$ cat src/lwbh_consts.svh
// Constants for the load word, byte and halfword decode and execute unit
`ifndef LWBH_CONSTS_SVH
`define LWBH_CONSTS_SVH

`define LWBH_XLEN           32
`define LWBH_ILEN           16
`define LWBH_RIDX_W         4
`define LWBH_FIELD_W        3

// Opcode prefixes
`define LWBH_OP7_MSB        15
`define LWBH_OP7_LSB        9
`define LWBH_OP5_MSB        15
`define LWBH_OP5_LSB        11
`define LWBH_OP7_WORD_REG   7'h2C
`define LWBH_OP7_HALF_REG   7'h2D
`define LWBH_OP7_BYTE_REG   7'h2E
`define LWBH_OP5_WORD_IMM   5'h0D
`define LWBH_OP5_BYTE_IMM   5'h0F
`define LWBH_OP5_HALF_IMM   5'h11

// Field positions
`define LWBH_OFFS_MSB       8
`define LWBH_OFFS_LSB       6
`define LWBH_IMM_MSB        10
`define LWBH_IMM_LSB        6
`define LWBH_BASE_MSB       5
`define LWBH_BASE_LSB       3
`define LWBH_DEST_MSB       2
`define LWBH_DEST_LSB       0

// Immediate extension widths
`define LWBH_IMM_W          5
`define LWBH_IMM_PAD_B      27
`define LWBH_IMM_PAD_H      26
`define LWBH_IMM_PAD_W      25
`define LWBH_SCALE_H        1'h0
`define LWBH_SCALE_W        2'h0

// Data lanes and zero extension
`define LWBH_BYTE_MSB       7
`define LWBH_HALF_MSB       15
`define LWBH_PAD_B          24'h000000
`define LWBH_PAD_H          16'h0000
`define LWBH_LANES          4
`define LWBH_LANE_W         8
`define LWBH_KEEP_B         4'h1
`define LWBH_KEEP_H         4'h3
`define LWBH_KEEP_W         4'hF
`define LWBH_ZERO8          8'h00

// Program counter index and state bit
`define LWBH_PC_IDX         4'hF
`define LWBH_TBIT           0
`define LWBH_TBIT_CLR       32'hFFFFFFFE

`define LWBH_ZERO32         32'h00000000
`define LWBH_ZERO4          4'h0

`endif

$ cat src/lwbh_pkg.sv
// Types shared by the load unit and its decoder
package lwbh_pkg;

    typedef enum logic [1:0] {
        LWBH_BYTE,
        LWBH_HALF,
        LWBH_WORD
    } lwbh_size_t;

    typedef enum logic [1:0] {
        LWBH_IDLE,
        LWBH_LOAD
    } lwbh_fsm_t;

    typedef struct packed {
        lwbh_fsm_t   fsm;
        lwbh_size_t  size;
        logic [3:0]  dest;
        logic [31:0] addr;
        logic        rf_we;
        logic [3:0]  rf_waddr;
        logic [31:0] rf_wdata;
        logic        br;
        logic [31:0] br_tgt;
        logic        fault;
        logic        miss;
    } lwbh_state_t;

endpackage

$ cat src/lwbh_decode.sv
// Opcode and field decoder for the load family
`timescale 1ns/1ps
`include "lwbh_consts.svh"

module lwbh_decode
    import lwbh_pkg::*;
(
    input  wire logic [15:0] instr,
    output lwbh_size_t       size,
    output logic             hit,
    output logic             reg_off,
    output logic [31:0]      imm32,
    output logic [2:0]       dest_f,
    output logic [2:0]       base_f,
    output logic [2:0]       offs_f
);

    logic [6:0] op7;
    logic [4:0] op5;
    logic [4:0] short_immediate_field;

    // Opcode prefixes, immediate and register fields taken as plain unsigned bit slices
    assign op7    = instr[`LWBH_OP7_MSB:`LWBH_OP7_LSB];
    assign op5    = instr[`LWBH_OP5_MSB:`LWBH_OP5_LSB];
    assign short_immediate_field   = instr[`LWBH_IMM_MSB:`LWBH_IMM_LSB];
    assign offs_f = instr[`LWBH_OFFS_MSB:`LWBH_OFFS_LSB];
    assign base_f = instr[`LWBH_BASE_MSB:`LWBH_BASE_LSB];
    assign dest_f = instr[`LWBH_DEST_MSB:`LWBH_DEST_LSB];

    // Opcode match, size and offset form
    always_comb begin
        hit     = 1'b1;
        reg_off = 1'b0;
        size    = LWBH_WORD;
        imm32   = `LWBH_ZERO32;
        if (op7 == `LWBH_OP7_WORD_REG) begin
            reg_off = 1'b1;
            size    = LWBH_WORD;
        end else if (op7 == `LWBH_OP7_BYTE_REG) begin
            reg_off = 1'b1;
            size    = LWBH_BYTE;
        end else if (op7 == `LWBH_OP7_HALF_REG) begin
            reg_off = 1'b1;
            size    = LWBH_HALF;
        end else if (op5 == `LWBH_OP5_BYTE_IMM) begin
            size    = LWBH_BYTE;
            imm32   = {{`LWBH_IMM_PAD_B{1'b0}}, short_immediate_field};
        end else if (op5 == `LWBH_OP5_HALF_IMM) begin
            size    = LWBH_HALF;
            imm32   = {{`LWBH_IMM_PAD_H{1'b0}}, short_immediate_field, `LWBH_SCALE_H};
        end else if (op5 == `LWBH_OP5_WORD_IMM) begin
            size    = LWBH_WORD;
            imm32   = {{`LWBH_IMM_PAD_W{1'b0}}, short_immediate_field, `LWBH_SCALE_W};
        end else begin
            hit     = 1'b0;
        end
    end

endmodule

$ cat src/lwbh_load_unit.sv
// Load word, byte and halfword decode and execute unit
//
// Notes on behaviour
// - Register word load adds base and offset registers, reads four bytes, writes dest.
// - Word loaded into the program counter becomes a branch target.
// - Program counter load with bit 0 clear raises hard fault instead of branching.
// - Register word load matched on seven-bit prefix; offset, base, dest fields follow.
// - Immediate byte load adds unscaled five-bit immediate 0..31, zero-extends byte.
// - Immediate byte load matched on five-bit prefix; immediate zero-extended.
// - Register byte load adds base and offset, reads one byte, zero-extends it.
// - Register byte load matched on its seven-bit prefix with three register fields.
// - Immediate halfword load scales immediate by two, offsets 0..62, zero-extends.
// - Register halfword load adds registers, reads halfword, matched on seven-bit prefix.
// - Offset register is added to the base unshifted.
// - Sum is the access address, always added, base never written back.
// - Register fields are unsigned numbers into the general register file.
// - Zero immediate accesses memory exactly at the base value.
// - Immediate word load scales immediate by four, offsets 0..124.
`timescale 1ns/1ps
`include "lwbh_consts.svh"

module lwbh_load_unit
    import lwbh_pkg::*;
(
    input  wire logic        ref_clk,
    input  wire logic        rst_b,
    input  wire logic        clk_en,

    // Instruction side
    input  wire logic        instr_valid,
    input  wire logic [15:0] instr,
    input  wire logic        dest_ext,
    output logic             instr_ready,

    // Register file read
    output logic [3:0]       rf_raddr_base,
    output logic [3:0]       rf_raddr_offs,
    input  wire logic [31:0] rf_rdata_base,
    input  wire logic [31:0] rf_rdata_offs,

    // Register file write
    output logic             rf_we,
    output logic [3:0]       rf_waddr,
    output logic [31:0]      rf_wdata,

    // Memory load port
    output logic             mem_req,
    output logic [31:0]      mem_addr,
    output lwbh_size_t       mem_size,
    input  wire logic        mem_rvalid,
    input  wire logic [31:0] mem_rdata,

    // Branch and fault events
    output logic             branch_valid,
    output logic [31:0]      branch_target,
    output logic             hard_fault_exception,
    output logic             not_load
);

    // Whole unit state and its next value
    lwbh_state_t st_r;
    lwbh_state_t st_nxt;

    // Decoder outputs
    lwbh_size_t  dec_size;
    logic        dec_hit;
    logic        dec_reg_off;
    logic [31:0] dec_imm32;
    logic [2:0]  dec_dest;
    logic [2:0]  dec_base;
    logic [2:0]  dec_offs;

    // Address path and returned data
    logic [31:0] offset_val;
    logic [32:0] sum_full;
    logic [31:0] eff_addr;
    logic [3:0]  lane_keep;
    logic [31:0] load_data;
    logic [31:0] br_target;
    logic [3:0]  fetch_dest;

    // Handshake and completion conditions
    logic        accept;
    logic        load_done;
    logic        pc_dest;
    logic        tbit_set;

    // Field and opcode decode
    lwbh_decode u_decode (
        .instr   (instr),
        .size    (dec_size),
        .hit     (dec_hit),
        .reg_off (dec_reg_off),
        .imm32   (dec_imm32),
        .dest_f  (dec_dest),
        .base_f  (dec_base),
        .offs_f  (dec_offs)
    );

    // Handshake toward fetch
    assign instr_ready = clk_en && (st_r.fsm == LWBH_IDLE);
    assign accept      = instr_valid && instr_ready;

    // Register file read indices straight from the fields
    assign rf_raddr_base = {1'b0, dec_base};
    assign rf_raddr_offs = {1'b0, dec_offs};

    // Address adder, offset unshifted, never subtracted
    assign offset_val = dec_reg_off ? rf_rdata_offs : dec_imm32;
    assign sum_full   = {1'b0, rf_rdata_base} + {1'b0, offset_val};

    // Carry out dropped on purpose, addresses wrap
    assign eff_addr   = sum_full[`LWBH_XLEN-1:0];
    assign fetch_dest = {dest_ext, dec_dest};

    // Byte lanes kept for the access size
    always_comb begin
        case (st_r.size)
            LWBH_BYTE: lane_keep = `LWBH_KEEP_B;
            LWBH_HALF: lane_keep = `LWBH_KEEP_H;
            LWBH_WORD: lane_keep = `LWBH_KEEP_W;
            default:   lane_keep = `LWBH_KEEP_W;
        endcase
    end

    // Zero extension lane by lane, dropped lanes read as zero
    for (genvar g = 0; g < `LWBH_LANES; g++) begin : g_lane
        assign load_data[g*`LWBH_LANE_W +: `LWBH_LANE_W] =
            lane_keep[g] ? mem_rdata[g*`LWBH_LANE_W +: `LWBH_LANE_W] : `LWBH_ZERO8;
    end

    // Completion and program counter checks on the returned word
    assign load_done = (st_r.fsm == LWBH_LOAD) && mem_rvalid;
    assign pc_dest   = (st_r.dest == `LWBH_PC_IDX);
    assign tbit_set  = load_data[`LWBH_TBIT];
    assign br_target = load_data & `LWBH_TBIT_CLR;

    // Next state of the whole unit
    always_comb begin
        st_nxt       = st_r;
        // Event pulses last one enabled cycle
        st_nxt.rf_we = 1'b0;
        st_nxt.br    = 1'b0;
        st_nxt.fault = 1'b0;
        st_nxt.miss  = 1'b0;
        case (st_r.fsm)
            LWBH_IDLE: begin
                if (accept) begin
                    if (dec_hit) begin
                        // Capture address, size and destination
                        st_nxt.fsm  = LWBH_LOAD;
                        st_nxt.addr = eff_addr;
                        st_nxt.size = dec_size;
                        st_nxt.dest = fetch_dest;
                    end else begin
                        // Opcode outside the load family
                        st_nxt.miss = 1'b1;
                    end
                end
            end
            LWBH_LOAD: begin
                // Destination written only once data is back
                if (load_done) begin
                    st_nxt.fsm = LWBH_IDLE;
                    // Program counter destination: branch or fault
                    if (pc_dest) begin
                        if (tbit_set) begin
                            st_nxt.br     = 1'b1;
                            st_nxt.br_tgt = br_target;
                        end else begin
                            st_nxt.fault  = 1'b1;
                        end
                    end else begin
                        // General register destination
                        st_nxt.rf_we    = 1'b1;
                        st_nxt.rf_waddr = st_r.dest;
                        st_nxt.rf_wdata = load_data;
                    end
                end
            end
            default: begin
                st_nxt.fsm = LWBH_IDLE;
            end
        endcase
    end

    // State register with clock enable and synchronous reset
    always_ff @(posedge ref_clk) begin
        if (!rst_b) begin
            // Constant reset values, clock enable ignored
            st_r.fsm      <= LWBH_IDLE;
            st_r.size     <= LWBH_WORD;
            st_r.dest     <= `LWBH_ZERO4;
            st_r.addr     <= `LWBH_ZERO32;
            st_r.rf_we    <= 1'b0;
            st_r.rf_waddr <= `LWBH_ZERO4;
            st_r.rf_wdata <= `LWBH_ZERO32;
            st_r.br       <= 1'b0;
            st_r.br_tgt   <= `LWBH_ZERO32;
            st_r.fault    <= 1'b0;
            st_r.miss     <= 1'b0;
        end else if (clk_en) begin
            st_r <= st_nxt;
        end
    end

    // Load port from the state register
    assign mem_req              = (st_r.fsm == LWBH_LOAD);
    assign mem_addr             = st_r.addr;
    assign mem_size             = st_r.size;

    // Register file write from the state register
    assign rf_we                = st_r.rf_we;
    assign rf_waddr             = st_r.rf_waddr;
    assign rf_wdata             = st_r.rf_wdata;

    // Branch, fault and miss pulses from the state register
    assign branch_valid         = st_r.br;
    assign branch_target        = st_r.br_tgt;
    assign hard_fault_exception = st_r.fault;
    assign not_load             = st_r.miss;

endmodule

$ cat config.mk
export PLATFORM = sky130hd
export DESIGN_NAME = lwbh_load_unit
export DESIGN_NICKNAME = d
export VERILOG_FILES = /design/src/lwbh_pkg.sv /design/src/lwbh_decode.sv /design/src/lwbh_load_unit.sv
export VERILOG_INCLUDE_DIRS = /design/src
export SDC_FILE = /design/constraint.sdc
export NUM_CORES = 1
export LEC_CHECK = 0
export ABC_CLOCK_PERIOD_IN_PS = 2900
export BUFFER_PORTS_ARGS = -buffer_cell sky130_fd_sc_hd__buf_4
export CAP_MARGIN = 10
export CORE_MARGIN = 2
export CORE_UTILIZATION = 45
export CTS_BUF_LIST = sky130_fd_sc_hd__clkbuf_4 sky130_fd_sc_hd__clkbuf_8
export CTS_CLUSTER_SIZE = 40
export DETAILED_ROUTE_END_ITERATION = 7
export GPL_TIMING_DRIVEN = 1
export PLACE_DENSITY = 0.75
export SLEW_MARGIN = 15
export SYNTH_ARGS = -nofsm -noshare
export SYNTH_HDL_FRONTEND = slang
export SYNTH_SLANG_ARGS = --single-unit
$ cat constraint.sdc
create_clock -name ref_clk -period 2.9 [get_ports ref_clk]
set_clock_uncertainty 0.2 [all_clocks]
set_input_delay 0 -clock ref_clk [delete_from_list [all_inputs] [get_ports ref_clk]]
set_output_delay 0 -clock ref_clk [all_outputs]
set_load 0.005 [all_outputs]
==> summary.txt <==
Pre-Repair DR Iteration Count -> 5
unrepaired setup endpoints after global routing -> false
1st-iter DRT viols -> 363
LEAKAGE -> 0.004237 uW
grt ovf -> 0
Total GRT Usage -> 23.48%
Die Ht -> 128.9 um
FILL cells -> 1313
Placer Congestion -> 0.9198
Final WS setup -> 0.2065 ns
global-route wire length before repair -> 31.62 mm
Mean Syn Cell Area -> 7.798 sq um
biggest area consumer among synthesized cells -> dfxtp_1
diode count -> 0
Area contributors post-synth -> dfxtp_1 31%, buf_4 12%, nand2_1 9.0%, a21boi_0 8.6%, ha_1 5.9%
CTS sink cnt -> 110
yosys warns -> 0
count leader, synth -> nand2_1
footprint of the multi-input gates -> 3827 sq um
number of synthesized flops with an enable pin -> 0
Max FO, Critical Path -> 6
Pwr per Cell Area -> 309.9 nW/um^2
ys async rst share -> 0%
CP Data Required Time -> 3.01 ns
via count -> 6985
Hold WC Path Type -> in2out
sequential share of the synthesized area -> 31.38%
Die Wd -> 128.9 um
P&R area growth vs syn -> 36.92%
Worst-Margin Slew -> 0.5371 ns
FF+latch count, synth -> 110
Post-synth top flop -> dfxtp_1
top cells by count, synth -> 168 x nand2_1, 110 x buf_4, 110 x dfxtp_1
worst ir drop on vdd -> 0.1990 mV
Setup crit end kind -> flip-flop
Rel. slew slack -> 64.10%
DR DRC count -> 0
CP Class -> in2reg
TritonCTS clock tree -> done
DRT Wirelength -> 19.99 mm
Via density -> 5.260
CTS buffer count -> 9
share of cells above drive strength 1 -> 30.96%
port buffer count -> 224
Site Rows -> 45
Final setup viols -> 0
Yosys cell types -> 60
H-tree levels -> 3
Fmax -> 371.3 MHz
max cap viols -> 0
top cell type's share of synthesized area -> 31.38%
largest net degree at the start of global routing -> 55
Layout Nets -> 1287
DIE AREA -> 16610 sq um
pre-CTS setup slack -> -0.2765 ns
post-DR wirelength/cell -> 15.05 um
Initial Util -> 46.16%
IO Pins -> 234
minimum clock period -> 2.694 ns
final hold slack -> 0.002086 ns
critical path data arrival time -> 2.80 ns
Post-DP HPWL -> 14.20 mm
core area -> 15200 sq um
Mapped Cells -> 900
register area -> 2202 sq um
Final period util -> 92.88%
clk_lat worst skew -> 0.39 ns
clk slew on worst S/H paths -> 0.10 ns
status -> finished, final reports clean
final hold violation count -> 0
Max Transition Viols Final -> 0
vias in the first global route -> 6656
type of origin of the critical path -> input pin
antenna violations before repair -> 0
Root Buffer -> clkbuf_8
Final ANT Viol Nets -> 0
Mapped Area -> 7018 sq um
CTS max path bufs -> 2
## sequential cells by signal, summed over array words and instances (netlist names)
| signal | count |
|---|---|
| rf_wdata | 32 |
| mem_size | 2 |
| rf_waddr | 4 |
| not_load | 1 |
| st_r | 5 |
| hard_fault_exception | 1 |
| rf_we | 1 |
| branch_target | 31 |
| mem_addr | 32 |
| branch_valid | 1 |
## critical path, cell delays in order
cell and delay, ns:
buf_4 0.12, nor2b_1 0.13, and3_1 0.24, buf_4 0.16, a222oi_1 0.33, inv_1 0.13, ha_4 0.31, o21ai_0 0.07
a211oi_1 0.33, a21oi_1 0.14, o21ai_0 0.37, o21bai_1 0.17, xor2_1 0.15, o21ai_0 0.14
## stage by stage
| stage | TNS [ns] | util [%] | std cells | power [uW] | instance area [sq um] |
|---|---|---|---|---|---|
| after floorplan | 0 | - | 902 | 1779 | 7047 |
| after global placement | -2.612 | 56.63 | 1236 | 2009 | 8608 |
| after detailed placement | -3.511 | 56.63 | 1236 | 2012 | 8608 |
| after CTS | 0 | 62.79 | 1327 | 2985 | 9545 |
| after global routing | 0 | 63.21 | 1328 | 3101 | 9609 |
| final | 0 | 63.21 | 1328 | 2978 | 9609 |
## logic make-up (layout without fill, tap and decap cells)
family          Yosys count  after routing  synth area share, %
simple gates            320            320                21.04
buf+inv                 176            414                15.33
other cells               1              3              0.05343
flops                   110            110                31.38
xor+xnor                 28             28                3.494
compound gates          231            231                22.54
fa+ha+maj                34             34                6.169
## cells in the final DEF, fill, tap and decap left out, drive strengths merged, types with 3 or more instances in the layout
master	count
a211oi	6
clkbuf	10
dlygate4sd3	75
o211ai	7
xor2	12
nand3	55
o211a	3
nand4	8
inv	11
nor3	6
nand2	168
o21a	10
xnor2	16
buf	315
dfxtp	110
o21ai	43
conb	3
and3	6
a21oi	41
and2	32
ha	33
nor2	22
a31oi	10
a21o	3
o22ai	3
nor2b	6
o311ai	3
nor3b	4
nand2b	4
a21boi	80
o221a	4
## routing by layer
| layer | track usage, % | up-vias | wire [um] |
|---|---|---|---|
| li1 | - | 3449 | - |
| met1 | 28.43 | 3236 | 8547 |
| met2 | 41.61 | 263 | 9776 |
| met3 | 3.534 | 37 | 1135 |
| met4 | 9.655 | 0 | 526 |
| met5 | 0 | - | 0 |
## power breakdown
part,leakage [uW],internal [uW],switching (uW),total (uW)
logic,0.00326,308,226,534
clock network,0.0000939,338,577,915
registers,0.000887,1520,7.47,1530
total,0.00424,2170,811,2980
## worst paths after layout
path,end,slack (ns),from,cells past startpoint
worst max-delay path,mem_addr[19],0.21,instr[11],14
worst min-delay path,rf_raddr_offs[1],0.002,instr[7],2
worst max register to register,branch_target[12],0.42,st_r[110],7
worst min register to register,branch_target[10],0.27,branch_target[10],2
## cell type report
class | instances | area share (%)
Tap cell | 188 | 2.448
Timing Repair Buffer | 390 | 32.55
Inverter | 8 | 0.3125
Clock buffer | 10 | 1.367
Sequential cell | 110 | 22.92
Clock inverter | 6 | 0.5729
Multi-Input combinational cell | 616 | 39.83
## repair_timing
action	4_1_cts	5_1_grt
buffers inserted	0	1
endpoints found under the hold margin	109	0
endpoints found under the setup margin	0	12
hold buffers	75	0
gates resized for setup	0	12
Power figures use the tool's default switching activity.
